`src/design/ihp_cfg.svh`:
```
// ihp_cfg.svh: constants of the isa host port slave
// assumes inclusion by the port module only, not by design/ihp_pkg.sv
`ifndef IHP_CFG_SVH
`define IHP_CFG_SVH
`define IHP_MEM_BASE 20'h0_A000
`define IHP_MEM_MASK 20'hE_0000
`define IHP_MEM_MATCH 20'hA_0000
`define IHP_IO_MASK 20'h0_03E0
`define IHP_IO_MATCH 20'h0_03C0
`define IHP_MEM_WAIT 4'h3
`define IHP_BUS_SEL_ISA 1'h0
`define IHP_STRAP_RST 4'h0
`endif

```
`src/design/ihp_pkg.sv`:
```
// ihp_pkg.sv: types of the isa host port slave
// assumes nothing; uses no constant of the cfg header
`default_nettype none
package ihp_pkg;
    typedef enum logic [3:0] {
        ST_IDLE = 4'b0001,
        ST_MEM  = 4'b0010,
        ST_IO   = 4'b0100,
        ST_DONE = 4'b1000
    } ihp_state_t;
    typedef struct packed {
        ihp_state_t st;
        logic [3:0] waitCnt;
        logic [3:0] strap;
        logic isaMode;
        logic rstSeen;
        logic [7:0] dOut;
        logic dOe;
        logic rdyOe;
        logic zwsOe;
        logic irqLvl;
        logic irqOe;
        logic [19:0] addr;
        logic isRead;
        logic wrStb;
        logic [7:0] wrData;
    } ihp_regs_t;
endpackage
`default_nettype wire

```
`src/design/ihp_port.sv`:
```
// ihp_port.sv: isa host bus slave port of a display controller
// assumes strobes synchronous to mclk; core supplies read data and retrace pulses
`timescale 1ns/1ps
`default_nettype none
`include "ihp_cfg.svh"
module ihp_port (
    input wire logic mclk,
    input wire logic rst,
    input wire logic suspend,
    input wire logic [19:0] hostAddr,
    input wire logic [7:0] hostDataIn,
    output logic [7:0] hostDataOut,
    output logic hostDataOe,
    input wire logic memory_decode_enable_in,
    input wire logic io_decode_enable_n,
    input wire logic ioRead_n,
    input wire logic ioWrite_n,
    input wire logic memRead_n,
    input wire logic memWrite_n,
    output logic readyOut,
    output logic readyOe,
    output logic zeroWaitOut_n,
    output logic zeroWaitOe,
    output logic irqOut,
    output logic irqOe,
    input wire logic [3:0] config_strap_bits,
    input wire logic bus_select_strap,
    output logic [3:0] strapLatched,
    output logic isaMode,
    input wire logic [7:0] coreRdData,
    output logic [19:0] coreAddr,
    output logic [7:0] coreWrData,
    output logic coreWrStrobe,
    input wire logic retracePulse,
    input wire logic irqEnable,
    input wire logic irqClear,
    input wire logic irqOutDisable
);
    import ihp_pkg::*;

    ihp_regs_t r;
    ihp_regs_t next_r;

    // gated inputs: suspend masks everything the host drives
    logic effRst, memCyc, ioCyc, memHit, ioHit;
    logic [19:0] aIn;
    logic [7:0] dIn;
    always_comb begin
        effRst = rst & ~suspend;
        aIn = suspend ? 20'h0_0000 : hostAddr;
        dIn = suspend ? 8'h00 : hostDataIn;
        memCyc = ~suspend & (~memRead_n | ~memWrite_n);
        ioCyc = ~suspend & (~ioRead_n | ~ioWrite_n);
        memHit = memCyc & memory_decode_enable_in & ((aIn & `IHP_MEM_MASK) == `IHP_MEM_MATCH);
        ioHit = ioCyc & ~io_decode_enable_n & ((aIn & `IHP_IO_MASK) == `IHP_IO_MATCH);
    end

    // one transfer machine; memory gets waits, io gets zero-wait
    always_comb begin
        next_r = r;
        // core write strobe lasts one cycle unless raised below
        next_r.wrStb = 1'b0;
        if (retracePulse && irqEnable) begin
            next_r.irqLvl = 1'b1;
        end else if (irqClear) begin
            next_r.irqLvl = 1'b0;
        end
        next_r.irqOe = ~irqOutDisable;
        case (r.st)
            ST_IDLE: begin
                next_r.rdyOe = 1'b0;
                next_r.zwsOe = 1'b0;
                next_r.dOe = 1'b0;
                if (memHit) begin
                    next_r.st = ST_MEM;
                    next_r.addr = aIn;
                    next_r.isRead = ~memRead_n;
                    next_r.waitCnt = `IHP_MEM_WAIT;
                    next_r.rdyOe = 1'b1;
                end else if (ioHit) begin
                    next_r.st = ST_IO;
                    next_r.addr = aIn;
                    next_r.isRead = ~ioRead_n;
                    next_r.zwsOe = 1'b1;
                    next_r.dOe = ~ioRead_n;
                    next_r.dOut = coreRdData;
                end
            end
            ST_MEM: begin
                if (r.waitCnt != 4'h0) begin
                    next_r.waitCnt = r.waitCnt - 4'h1;
                end else begin
                    next_r.rdyOe = 1'b0;
                    next_r.st = ST_DONE;
                    next_r.dOe = r.isRead;
                    next_r.dOut = coreRdData;
                    next_r.wrStb = ~r.isRead;
                    next_r.wrData = dIn;
                end
            end
            ST_IO: begin
                if (!ioCyc) begin
                    next_r.zwsOe = 1'b0;
                    next_r.dOe = 1'b0;
                    next_r.wrStb = ~r.isRead;
                    next_r.st = ST_IDLE;
                end else begin
                    next_r.wrData = dIn;
                end
            end
            ST_DONE: begin
                if (!memCyc) begin
                    next_r.dOe = 1'b0;
                    next_r.st = ST_IDLE;
                end
            end
            default: begin
                next_r.st = ST_IDLE;
            end
        endcase
        if (r.rstSeen) begin
            next_r.strap = config_strap_bits;
            next_r.isaMode = (bus_select_strap == `IHP_BUS_SEL_ISA);
        end
        next_r.rstSeen = 1'b0;
    end

    // single state register; reset loads ST_IDLE, sets rstSeen, clears all else and idles outputs
    always_ff @(posedge mclk) begin
        if (effRst) begin
            r <= '{st: ST_IDLE, waitCnt: 4'h0, strap: `IHP_STRAP_RST, isaMode: 1'b0,
                   rstSeen: 1'b1, dOut: 8'h00, dOe: 1'b0, rdyOe: 1'b0, zwsOe: 1'b0,
                   irqLvl: 1'b0, irqOe: 1'b0, addr: 20'h0_0000, isRead: 1'b0,
                   wrStb: 1'b0, wrData: 8'h00};
        end else begin
            r <= next_r;
        end
    end

    // outputs straight from flops; low levels used only when enabled
    assign hostDataOut = r.dOut;
    assign hostDataOe = r.dOe;
    assign readyOut = 1'b0;
    assign readyOe = r.rdyOe;
    assign zeroWaitOut_n = 1'b0;
    assign zeroWaitOe = r.zwsOe;
    assign irqOut = r.irqLvl;
    assign irqOe = r.irqOe;
    assign strapLatched = r.strap;
    assign isaMode = r.isaMode;
    assign coreAddr = r.addr;
    assign coreWrData = r.wrData;
    assign coreWrStrobe = r.wrStb;

    // checks: one clock; reset disables all but the two reset checks
    // never both
    property p_noBoth;
        @(posedge mclk) disable iff (rst) !(r.rdyOe && r.zwsOe);
    endproperty
    a_noBoth: assert property (p_noBoth) else $error("ready and zero-wait both driven");
    property p_oeOwner;
        @(posedge mclk) disable iff (rst) (!r.rdyOe || r.st == ST_MEM) && (!r.zwsOe || r.st == ST_IO);
    endproperty
    a_oeOwner: assert property (p_oeOwner) else $error("ready or zero-wait outside its cycle");
    property p_zwsIo;
        @(posedge mclk) disable iff (rst) (r.st == ST_IDLE && ioHit && !memHit) |=> r.zwsOe;
    endproperty
    a_zwsIo: assert property (p_zwsIo) else $error("zero-wait not driven on io hit");
    property p_zwsDrop;
        @(posedge mclk) disable iff (rst) (r.st == ST_IO && !ioCyc) |=> !r.zwsOe;
    endproperty
    a_zwsDrop: assert property (p_zwsDrop) else $error("zero-wait held after strobe release");
    property p_rdyMem;
        @(posedge mclk) disable iff (rst) (r.st == ST_IDLE && memHit) |=> r.rdyOe [*4] ##1 !r.rdyOe;
    endproperty
    a_rdyMem: assert property (p_rdyMem) else $error("ready wait length wrong");
    property p_rdyRel;
        @(posedge mclk) disable iff (rst) (r.st == ST_MEM && r.waitCnt == 4'h0) |=> !r.rdyOe;
    endproperty
    a_rdyRel: assert property (p_rdyRel) else $error("ready kept after transfer");
    property p_addr;
        @(posedge mclk) disable iff (rst) (r.st == ST_IDLE && memHit) |=> coreAddr == $past(hostAddr);
    endproperty
    a_addr: assert property (p_addr) else $error("memory address not taken");
    property p_refresh;
        @(posedge mclk) disable iff (rst) (r.st == ST_IDLE && !memory_decode_enable_in && !ioHit) |=> r.st == ST_IDLE;
    endproperty
    a_refresh: assert property (p_refresh) else $error("memory decoded during refresh");
    property p_ioGate;
        @(posedge mclk) disable iff (rst) (r.st == ST_IDLE && io_decode_enable_n && !memHit) |=> r.st == ST_IDLE;
    endproperty
    a_ioGate: assert property (p_ioGate) else $error("io decoded with io enable high");
    property p_susp;
        @(posedge mclk) disable iff (rst) (r.st == ST_IDLE && suspend) |=> r.st == ST_IDLE;
    endproperty
    a_susp: assert property (p_susp) else $error("strobe accepted in suspend");
    property p_irqSet;
        @(posedge mclk) disable iff (rst) (retracePulse && irqEnable) |=> irqOut;
    endproperty
    a_irqSet: assert property (p_irqSet) else $error("retrace did not raise irq");
    property p_irqHold;
        @(posedge mclk) disable iff (rst) (irqOut && !irqClear) |=> irqOut;
    endproperty
    a_irqHold: assert property (p_irqHold) else $error("irq dropped without clear");
    property p_irqClr;
        @(posedge mclk) disable iff (rst) (irqClear && !(retracePulse && irqEnable)) |=> !irqOut;
    endproperty
    a_irqClr: assert property (p_irqClr) else $error("irq kept after clear");
    property p_irqDis;
        @(posedge mclk) disable iff (rst) irqOutDisable |=> !irqOe;
    endproperty
    a_irqDis: assert property (p_irqDis) else $error("irq driven while disabled");
    property p_irqEn;
        @(posedge mclk) disable iff (rst) !irqOutDisable |=> irqOe;
    endproperty
    a_irqEn: assert property (p_irqEn) else $error("irq not driven while enabled");
    property p_dWrite;
        @(posedge mclk) disable iff (rst) (r.st != ST_IDLE && !r.isRead) |-> !hostDataOe;
    endproperty
    a_dWrite: assert property (p_dWrite) else $error("data driven on write");
    property p_dRead;
        @(posedge mclk) disable iff (rst) (r.st inside {ST_IO, ST_DONE} && r.isRead) |-> hostDataOe;
    endproperty
    a_dRead: assert property (p_dRead) else $error("data not driven on read");
    property p_wrPulse;
        @(posedge mclk) disable iff (rst) r.wrStb |=> !r.wrStb;
    endproperty
    a_wrPulse: assert property (p_wrPulse) else $error("core write strobe longer than one cycle");
    property p_strap;
        @(posedge mclk) disable iff (rst) r.rstSeen |=>
            strapLatched == $past(config_strap_bits) && isaMode == !$past(bus_select_strap);
    endproperty
    a_strap: assert property (p_strap) else $error("straps not taken after reset");
    property p_rstOut;
        @(posedge mclk) effRst |=> !(hostDataOe || readyOe || zeroWaitOe || irqOe || irqOut || coreWrStrobe);
    endproperty
    a_rstOut: assert property (p_rstOut) else $error("output active after reset");
    property p_suspRst;
        @(posedge mclk) (rst && suspend && irqOut && !irqClear) |=> irqOut;
    endproperty
    a_suspRst: assert property (p_suspRst) else $error("reset honoured during suspend");
    // scenario covers
    c_mem: cover property (@(posedge mclk) disable iff (rst) r.st == ST_MEM ##4 r.st == ST_DONE);
    c_ioWr: cover property (@(posedge mclk) disable iff (rst) r.st == ST_IO && !r.isRead ##1 r.wrStb);
    c_suspRst: cover property (@(posedge mclk) suspend && rst && irqOut);
    c_io: cover property (@(posedge mclk) disable iff (rst) r.st == ST_IO && r.isRead);
    c_irq: cover property (@(posedge mclk) disable iff (rst) irqOut ##1 !irqOut);
endmodule // ihp_port
`default_nettype wire

```
`config.mk`:
```
export PLATFORM = sky130hd
export DESIGN_NAME = ihp_port
export DESIGN_NICKNAME = d
export VERILOG_FILES = /design/src/design/ihp_pkg.sv /design/src/design/ihp_port.sv
export VERILOG_INCLUDE_DIRS = /design/src /design/src/design
export SDC_FILE = /design/constraint.sdc
export NUM_CORES = 1
export LEC_CHECK = 0
export BUFFER_PORTS_ARGS = -buffer_cell sky130_fd_sc_hd__buf_4
export CORE_MARGIN = 4
export CORE_UTILIZATION = 52
export CTS_CLUSTER_SIZE = 10
export DETAILED_ROUTE_END_ITERATION = 12
export PLACE_DENSITY = 0.84
export SYNTH_ARGS = -nofsm -noshare
export SYNTH_HDL_FRONTEND = slang
export SYNTH_SLANG_ARGS = --single-unit
```
`constraint.sdc`:
```
create_clock -name mclk -period 2.9 [get_ports mclk]
set_input_delay 0.435 -clock mclk [delete_from_list [all_inputs] [get_ports mclk]]
set_output_delay 0.435 -clock mclk [all_outputs]
set_load 0.05 [all_outputs]
```
Yosys cells after proc, flatten, opt, wreduce, memory -nomap -nowiden
Cells that the tools add are included.
{ "totals": {"elab_cells": 98, "inputBits": 54, "out_inout_bits": 49, "register_bits": 57} }
{ "op_classes": {"n_mux": 33, "n_bitwise": 18, "n_reduce_logical": 16, "n_eq_ne": 15, "addsub": 1} }
{ "ops": {"columns": ["cell", "count"], "rows": [
  ["$mux 21", 3],
  ["$mux 44", 1],
  ["$mux 4", 7],
  ["$mux 9", 3],
  ["$mux 20", 1],
  ["$pmux 9 s2", 1],
  ["$mux 8", 2],
  ["$ne 2x2->1 const B", 8],
  ["$pmux 4 s4", 1],
  ["$pmux 8 s2", 1],
  ["$reduce_and 4->1", 3],
  ["$mux 10", 1],
  ["$reduce_bool 2->1", 5],
  ["$not 1->1", 9],
  ["$mux 1", 8],
  ["$pmux 4 s2", 1],
  ["$reduce_bool 4->1", 2],
  ["$and 1x1->1", 7],
  ["$reduce_and 2->1", 3],
  ["$reduce_and 3->1", 2],
  ["$eq 5x5->1 const B", 1],
  ["$eq 4x1->1 const B", 1],
  ["$eq 4x2->1 const B", 1],
  ["$eq 4x3->1 const B", 1],
  ["8 further kinds", 10]
]} }

Longest topological paths before layout
Gate-level depths: netlist of run 1.
{ "logic_depth": {"depth_word": 9, "ltp_mapped": 8, "mapped_depth_nobuf": 7} }

Worst setup path after synthesis of run 1
No wires, ideal clock.
{ "synth_path": {"kind": "input to register", "from": "input ioWrite_n", "to": "register r (netlist bit hostDataOut[0])", "setup_time_ps": 69, "t_arrival_ps": 1989, "path_stages": 6, "t_required_ps": 2831, "slack_ps": 842, "n_path_buf": 1, "cell_sequence": "a21o_1 > or4_4 > a2111oi_4 > buf_4 > nand3_1 > o21ai_1"} }
{ "synth_via": {"elab_chain_len": 7} }
{ "synth_rtl": {"columns": ["element", "line_no", "text"], "rows": [
  ["start: declaration", "ihp_port.sv:17", "input wire logic ioWrite_n,"],
  ["$not 1->1", "ihp_port.sv:53", "ioCyc = ~suspend & (~ioRead_n | ~ioWrite_n);"],
  ["$or 1x1->1", "ihp_port.sv:53", null],
  ["$and 1x1->1", "ihp_port.sv:53", null],
  ["$and 1x1->1 (2 in a row)", "ihp_port.sv:55", "ioHit = ioCyc & ~io_decode_enable_n & ((aIn & `IHP_IO_MASK) == `IHP_IO_MATCH);"],
  ["$ne 2x2->1 (no source line)", null, null],
  ["$reduce_and 4->1 (no source line)", null, null],
  ["end signal: assignment", "ihp_port.sv:131", "r <= '{st: ST_IDLE, waitCnt: 4'h0, strap: `IHP_STRAP_RST, isaMode: 1'b0,"],
  ["end signal: assignment", "ihp_port.sv:136", "r <= next_r;"],
  ["end: declaration", "ihp_port.sv:41", "ihp_regs_t r;"]
]} }
No other way between the ends.
A chain may end at the register's enable or synchronous reset.

Worst setup path in the final report of run 1
{ "layout_path": {"from": "register r[53] (netlist bit)", "to": "register r (netlist bit coreAddr[6])"} }
{ "layout_via": {"elab_chain_len": 2} }
{ "layout_rtl": {"columns": ["element", "line_no", "text"], "rows": [
  ["$eq 4x1->1", "ihp_port.sv:69", "case (r.st)"],
  ["$reduce_and 2->1 (no source line)", null, null]
]} }
No other way between the ends.

==> metrics.md, run 1 <==
| Metric | Value |
|---|---|
| DRC viols | 0 |
| Mapped Area | 0.00269 mm2 |
| Final setup vio count | 0 |
| Status | completed |
| Mux share of post-synthesis cell area | 0.0149 |
| Placed wire-length estimate | 4730 um |
| Fin util | 0.702 |
| Fin worst setup slack | 0.511 ns |
| Area of the multi-input gates | 0.00114 mm2 |
| Max_slew headroom | 0.356 |
| Synthesis Warnings | 0 |
| Synth Area in Simple Gates | 0.231 |
| CP max FO | 13 |
| DIE AREA | 0.00640 mm2 |
| Final critical-path share of the clock period | 0.824 |
| Die Ht | 80.0 um |
| Largest family of logic cells by synthesized area | simple AND/OR/NAND/NOR gates |
| Worst hold path class | input pin to register |
| Sum Neg Setup Slack | 0 ns |
| First DRT Iteration DRCs | 123 |
| Clk sink count | 57 |
| Largest net degree at the start of global routing | 37 |
| Initial core utilization | 0.552 |
| Nets@finish | 418 |
| Global Route Usage Sum | 0.213 |
| Vias in the first global route | 2357 |
| GPL Wtd Cong | 0.817 |
| Critical path type | register to register |
| Fraction of layout cells with a size suffix above 1 | 0.348 |
| Number of synthesized register bits | 57 |
| Synth Flop Type | dfxtp_1 |
| Design Power | 2080 uW |
| Hold Buf Count CTS | 0 |
| RSZ-0062 raised after global routing | no |
| Crit path DAT | 2.63 ns |
| Site Rows | 25 |
| Initial antenna violation count | 0 |
| First-pass iteration count of the detailed router | 4 |
| Period minus WS final | 2.39 ns |
| Complex-gate fraction of the synthesized area | 0.156 |
| Fmax | 0.419 GHz |
| Startpoint Class | register |
| Max Slew Vio Count | 0 |
| H-tree depth | 3 |
| Most common cell after layout, fill and taps aside | buf_4 |
| Post-synth EDFFs | 0 |
| CTS tree | done |
| Register area | 0.00114 mm2 |
| Fillers | 387 |
| Worst-Margin Slew | 0.958 ns |
| CP endpoint kind | register |
| DRT Wirelength | 6560 um |
| Clock slew at reported path FFs | 0.07 ns |
| Peak supply drop | 0.000421 V |
| Distinct cells, synth | 47 |
| WP data required | 3.14 ns |
| N_diodes | 0 |
| Static leakage | 0.00143 uW |
| R2R setup slack | 0.51 ns |
| Seq/Total Area, Yosys | 0.424 |
| Vias | 2350 |
| GR Overflow Total | 0 |
| Async S/R FF share, synth | 0 |
| Pre-CTS WS | 0.349 ns |
| Worst-skew pair later-pin latency | 0.34 ns |
| Max_cap viols | 0 |
| Core ar. | 0.00488 mm2 |
| Post-CTS setup buffers | 0 |
| # IOs | 103 |
| Layout area overhead | 27.1% |
| Final ANT Viol Nets | 0 |
| PostCTS Resize Cnt | 0 |
| Total CTS buffers | 9 |
| CTS root buf | clkbuf_8 |
| Die W | 80.0 um |
| PortBufs | 100 |
| Clock Skews | 0.00845 ns |
| Most frequent cells in the layout | buf_4, dfxtp_1, nand2_1 |
| Synth Area in XOR/XNOR | 0.0130 |
| Cells after synthesis | 307 |
| Drt via density | 5.40 |
| WL/cell | 15.1 um |
| Clock Path Buffers | 2 |
| Endpoints failing hold | 0 |
| Syn avg cell area | 8.77 um2 |
| Adder-cell share of the synthesized area | 0.00464 |
| PwrDens | 608 mW/mm2 |
| First-pass GRT wire length | 10600 um |
[sequential cells by signal, summed over array words and instances, names as in the netlist]
name          count
coreAddr         20
coreWrData        8
coreWrStrobe      1
hostDataOe        1
hostDataOut       8
irqOe             1
irqOut            1
isaMode           1
r                10
readyOe           1
strapLatched      4
zeroWaitOe        1
[logic make-up (layout without fill, tap and decap cells)]
family | after synthesis | after routing
DFF | 57 | 57
adders and majority gates | 1 | 1
xor gates and xnor gates | 4 | 4
muxes | 4 | 4
AOI/OAI and AO/OA | 64 | 64
buffers and inverters | 67 | 127
and+or+nand+nor | 109 | 109
other | 1 | 2
[through the flow]
step | instance area, um2 | hold slack [ns] | std cells
2_1_floorplan | 2700 | 0.417 | 308
3_3_place_gp | 3170 | 0.438 | 419
3_5_place_dp | 3170 | 0.443 | 419
4_1_cts | 3420 | 0.228 | 435
5_1_grt | 3420 | 0.235 | 435
6_report | 3420 | 0.241 | 435
[where the power goes]
group	internal [uW]	switching [uW]	leakage, uW
Clock	596	327	0.000123
Sequential	818	22.7	0.000463
Combinational	120	199	0.000845
[metal layers]
metal	track usage	vias up	part of all wire
li1	-	1145	-
met1	0.235	1099	0.39
met2	0.362	86	0.51
met3	0.0553	20	0.065
met4	0.130	0	0.028
met5	0	-	0
[worst max-delay path, cell delays in order (launching register included)]
cell and delay (ns):
dfxtp_1 0.55, inv_1 0.15, nor4_2 0.57, o21ai_1 0.46, buf_4 0.32, o41ai_1 0.24
[final timing paths]
path                                     start        endpoint  cells after the start
worst min-delay path             irqOutDisable           irqOe                      2
worst min register to register  hostDataOut[7]  hostDataOut[7]                      2
worst max-delay path                     r[53]     coreAddr[6]                      5
worst max register to register           r[53]     coreAddr[6]                      5
[cell usage after synthesis (2+ instances only)]
cell	instances	area, um2
nand4_1	2	12.5
xor2_1	2	17.5
o41ai_1	2	17.5
a21oi_1	22	110
nand2_1	34	128
nor3b_1	2	15.0
mux2i_1	4	40.0
nand3b_1	17	128
or3_1	3	18.8
buf_2	4	20.0
clkbuf_1	10	37.5
a22o_1	7	61.3
xnor2_1	2	17.5
dfxtp_1	57	1140
buf_1	3	11.3
nand2b_1	6	37.5
nor3_1	9	45.0
nor4_2	2	25.0
nor4_1	2	12.5
buf_4	43	323
a31oi_1	3	18.8
a211oi_1	5	37.5
inv_1	6	22.5
or4b_1	2	20.0
o21ai_0	6	30.0
nor2_1	8	30.0
o21ai_1	10	50.1
nand3_1	15	75.1
[layout make-up]
class / instances / share of cell area
multi-input combinational: 184 / 0.333
clock inverter: 6 / 0.0336
timing repair buffer: 104 / 0.228
sequential: 57 / 0.333
clock buffer: 10 / 0.0402
inverter: 7 / 0.00768
tap: 67 / 0.0245
(Power assumes the default switching activity.)
==> inputs of run 2 (changes only) <==
--- a/config.mk
+++ b/config.mk
@@ -8,10 +8,10 @@
 export LEC_CHECK = 0
 export BUFFER_PORTS_ARGS = -buffer_cell sky130_fd_sc_hd__buf_4
 export CORE_MARGIN = 4
-export CORE_UTILIZATION = 52
+export CORE_UTILIZATION = 44
 export CTS_CLUSTER_SIZE = 10
 export DETAILED_ROUTE_END_ITERATION = 12
-export PLACE_DENSITY = 0.84
+export PLACE_DENSITY = 0.76
 export SYNTH_ARGS = -nofsm -noshare
 export SYNTH_HDL_FRONTEND = slang
 export SYNTH_SLANG_ARGS = --single-unit
==> constraint.sdc (replaced) <==
create_clock -name mclk -period 2.13 [get_ports mclk]
set_input_delay 0.3195 -clock mclk [delete_from_list [all_inputs] [get_ports mclk]]
set_output_delay 0.3195 -clock mclk [all_outputs]
set_load 0.05 [all_outputs]
==> metrics.md, run 2 (synthesized netlist as in run 1, its figures left out) <==
| Metric | Value |
|---|---|
| Max Slew Vio Count | 0 (unchanged) |
| CTS root buf | clkbuf_8 |
| First-pass iteration count of the detailed router | 4 (unchanged) |
| First-pass GRT wire length | 10600 um (about the same) |
| Static leakage | 0.00151 uW (+5.5%) |
| Die W | 86.2 um (+7.8%) |
| Clock slew at reported path FFs | 0.07 ns (about the same) |
| Sum Neg Setup Slack | 0 ns (unchanged) |
| CP endpoint kind | register |
| DRC viols | 0 (unchanged) |
| H-tree depth | 3 (unchanged) |
| Clk sink count | 57 (unchanged) |
| Total CTS buffers | 9 (unchanged) |
| Final critical-path share of the clock period | 0.933 (+0.109) |
| Max_cap viols | 0 (unchanged) |
| DIE AREA | 0.00744 mm2 (+16%) |
| Final setup vio count | 0 (unchanged) |
| Clock Path Buffers | 2 (unchanged) |
| Drt via density | 5.10 (-5.7%) |
| Vias | 2354 (+0.17%) |
| PwrDens | 763 mW/mm2 (+25%) |
| Layout area overhead | 32.5% |
| Most frequent cells in the layout | buf_4, dfxtp_1, nand2_1 |
| Startpoint Class | register |
| Worst hold path class | input pin to register |
| N_diodes | 0 (unchanged) |
| WP data required | 2.35 ns (-0.79 ns) |
| Placed wire-length estimate | 4910 um (+3.8%) |
| Fraction of layout cells with a size suffix above 1 | 0.388 (+0.0398) |
| CP max FO | 16 (+3) |
| Hold Buf Count CTS | 0 (unchanged) |
| WL/cell | 14.2 um (-5.8%) |
| DRT Wirelength | 6560 um (about the same) |
| Fmax | 0.503 GHz (+20%) |
| Nets@finish | 437 (+4.5%) |
| Largest net degree at the start of global routing | 37 (unchanged) |
| # IOs | 103 (unchanged) |
| Endpoints failing hold | 0 (unchanged) |
| Final ANT Viol Nets | 0 (unchanged) |
| Die Ht | 86.2 um (+7.8%) |
| CTS tree | done |
| RSZ-0062 raised after global routing | no |
| First DRT Iteration DRCs | 110 (-11%) |
| Initial antenna violation count | 0 (unchanged) |
| Clock Skews | 0.00646 ns (-0.00199 ns) |
| GPL Wtd Cong | 0.889 (+8.9%) |
| Design Area, Final | 0.00357 mm2 (+4.2%) |
| Worst-skew pair later-pin latency | 0.33 ns (about the same) |
| Crit path DAT | 2.20 ns (-0.43 ns) |
| Critical path type | register to register |
| Initial core utilization | 0.455 (-0.0971) |
| Post-CTS setup buffers | 0 (unchanged) |
| Period minus WS final | 1.99 ns (-0.402 ns) |
| Most common cell after layout, fill and taps aside | buf_4 |
| Status | completed |
| Vias in the first global route | 2332 (-1.1%) |
| PortBufs | 100 (unchanged) |
| Core ar. | 0.00592 mm2 (+21%) |
| Global Route Usage Sum | 0.178 (-0.0347) |
| Max reg flops | 20 (unchanged) |
| Placed cell areas | 0.00333 mm2 (+4.9%) |
| GR Overflow Total | 0 (unchanged) |
| Peak supply drop | 0.000448 V (+6.5%) |
| Site Rows | 28 (+12%) |
==> run 2: changes by cell type in the layout (fill, tap and decap cells not counted) <==
cell | previous run | this run
clkinvlp_4 | 1 | 3
nor3_2 | 0 | 1
nor3_1 | 9 | 8
clkinv_4 | 2 | 1
buf_4 | 104 | 123
bufinv_16 | 3 | 2
o21ai_1 | 10 | 9
o32ai_1 | 1 | 0
o21ai_2 | 0 | 1
o32ai_2 | 0 | 1
==> run 2: final cells by class <==
class | count | area (um2)
clock buffers | 10 | 138
clock inverters | 6 | 91.3
fillers | 550 | 2350
inverters | 7 | 26.3
multi-input cells | 184 | 1150
flip-flops and latches | 57 | 1140
well taps | 75 | 93.8
repair buffers | 123 | 923
==> run 2: critical path, stage by stage, from the launching register on <==
cell       delay (ns)
dfxtp_1          0.47
or4b_1           0.55
nor4_4           0.40
a2111oi_4        0.08
buf_4            0.21
nand3_1          0.09
o21ai_1          0.07
==> run 2: what timing repair did <==
| action | 4_1_cts | 5_1_grt |
|---|---|---|
| endpoints found under the setup margin | 0 | 9 |
| resized for setup | 0 | 2 |
| endpoints found under the hold margin | 0 | 0 |
==> run 2: where the power goes <==
group	switching (uW)	internal [uW]	leakage, uW
clock network	432	691	0.000105
logic	278	178	0.000943
registers	29.0	1110	0.000463
==> run 2: path summary, 6_finish.rpt <==
path,startpoint,endpoint,slack [ns],cells after the start
hold / removal,irqOutDisable,irqOe,0.14,2
hold reg to reg,coreAddr[9],coreAddr[9],0.45,2
setup reg to reg,r[53],hostDataOut[5],0.14,6
setup / recovery,r[53],hostDataOut[5],0.14,6
==> run 2: metal layers <==
layer	wire length [um]	vias to the layer above	GRT usage
li1	-	1184	-
met2	3150	83	0.298
met4	129	0	0.0878
met3	493	12	0.0466
met1	2800	1075	0.211
met5	0	-	0
==> run 2: stage by stage <==
step                 util  cells  setup slack, ns  total power, uW  hold WS [ns]
finish              0.603    462            0.143             2720         0.140
global route        0.603    462           0.0436             2840         0.128
CTS                 0.601    462           0.0747             2760         0.122
detailed placement  0.562    446           0.0593             1620         0.445
global placement    0.562    446           0.0888             1610         0.437
floorplan               -    308            0.142             1480         0.392
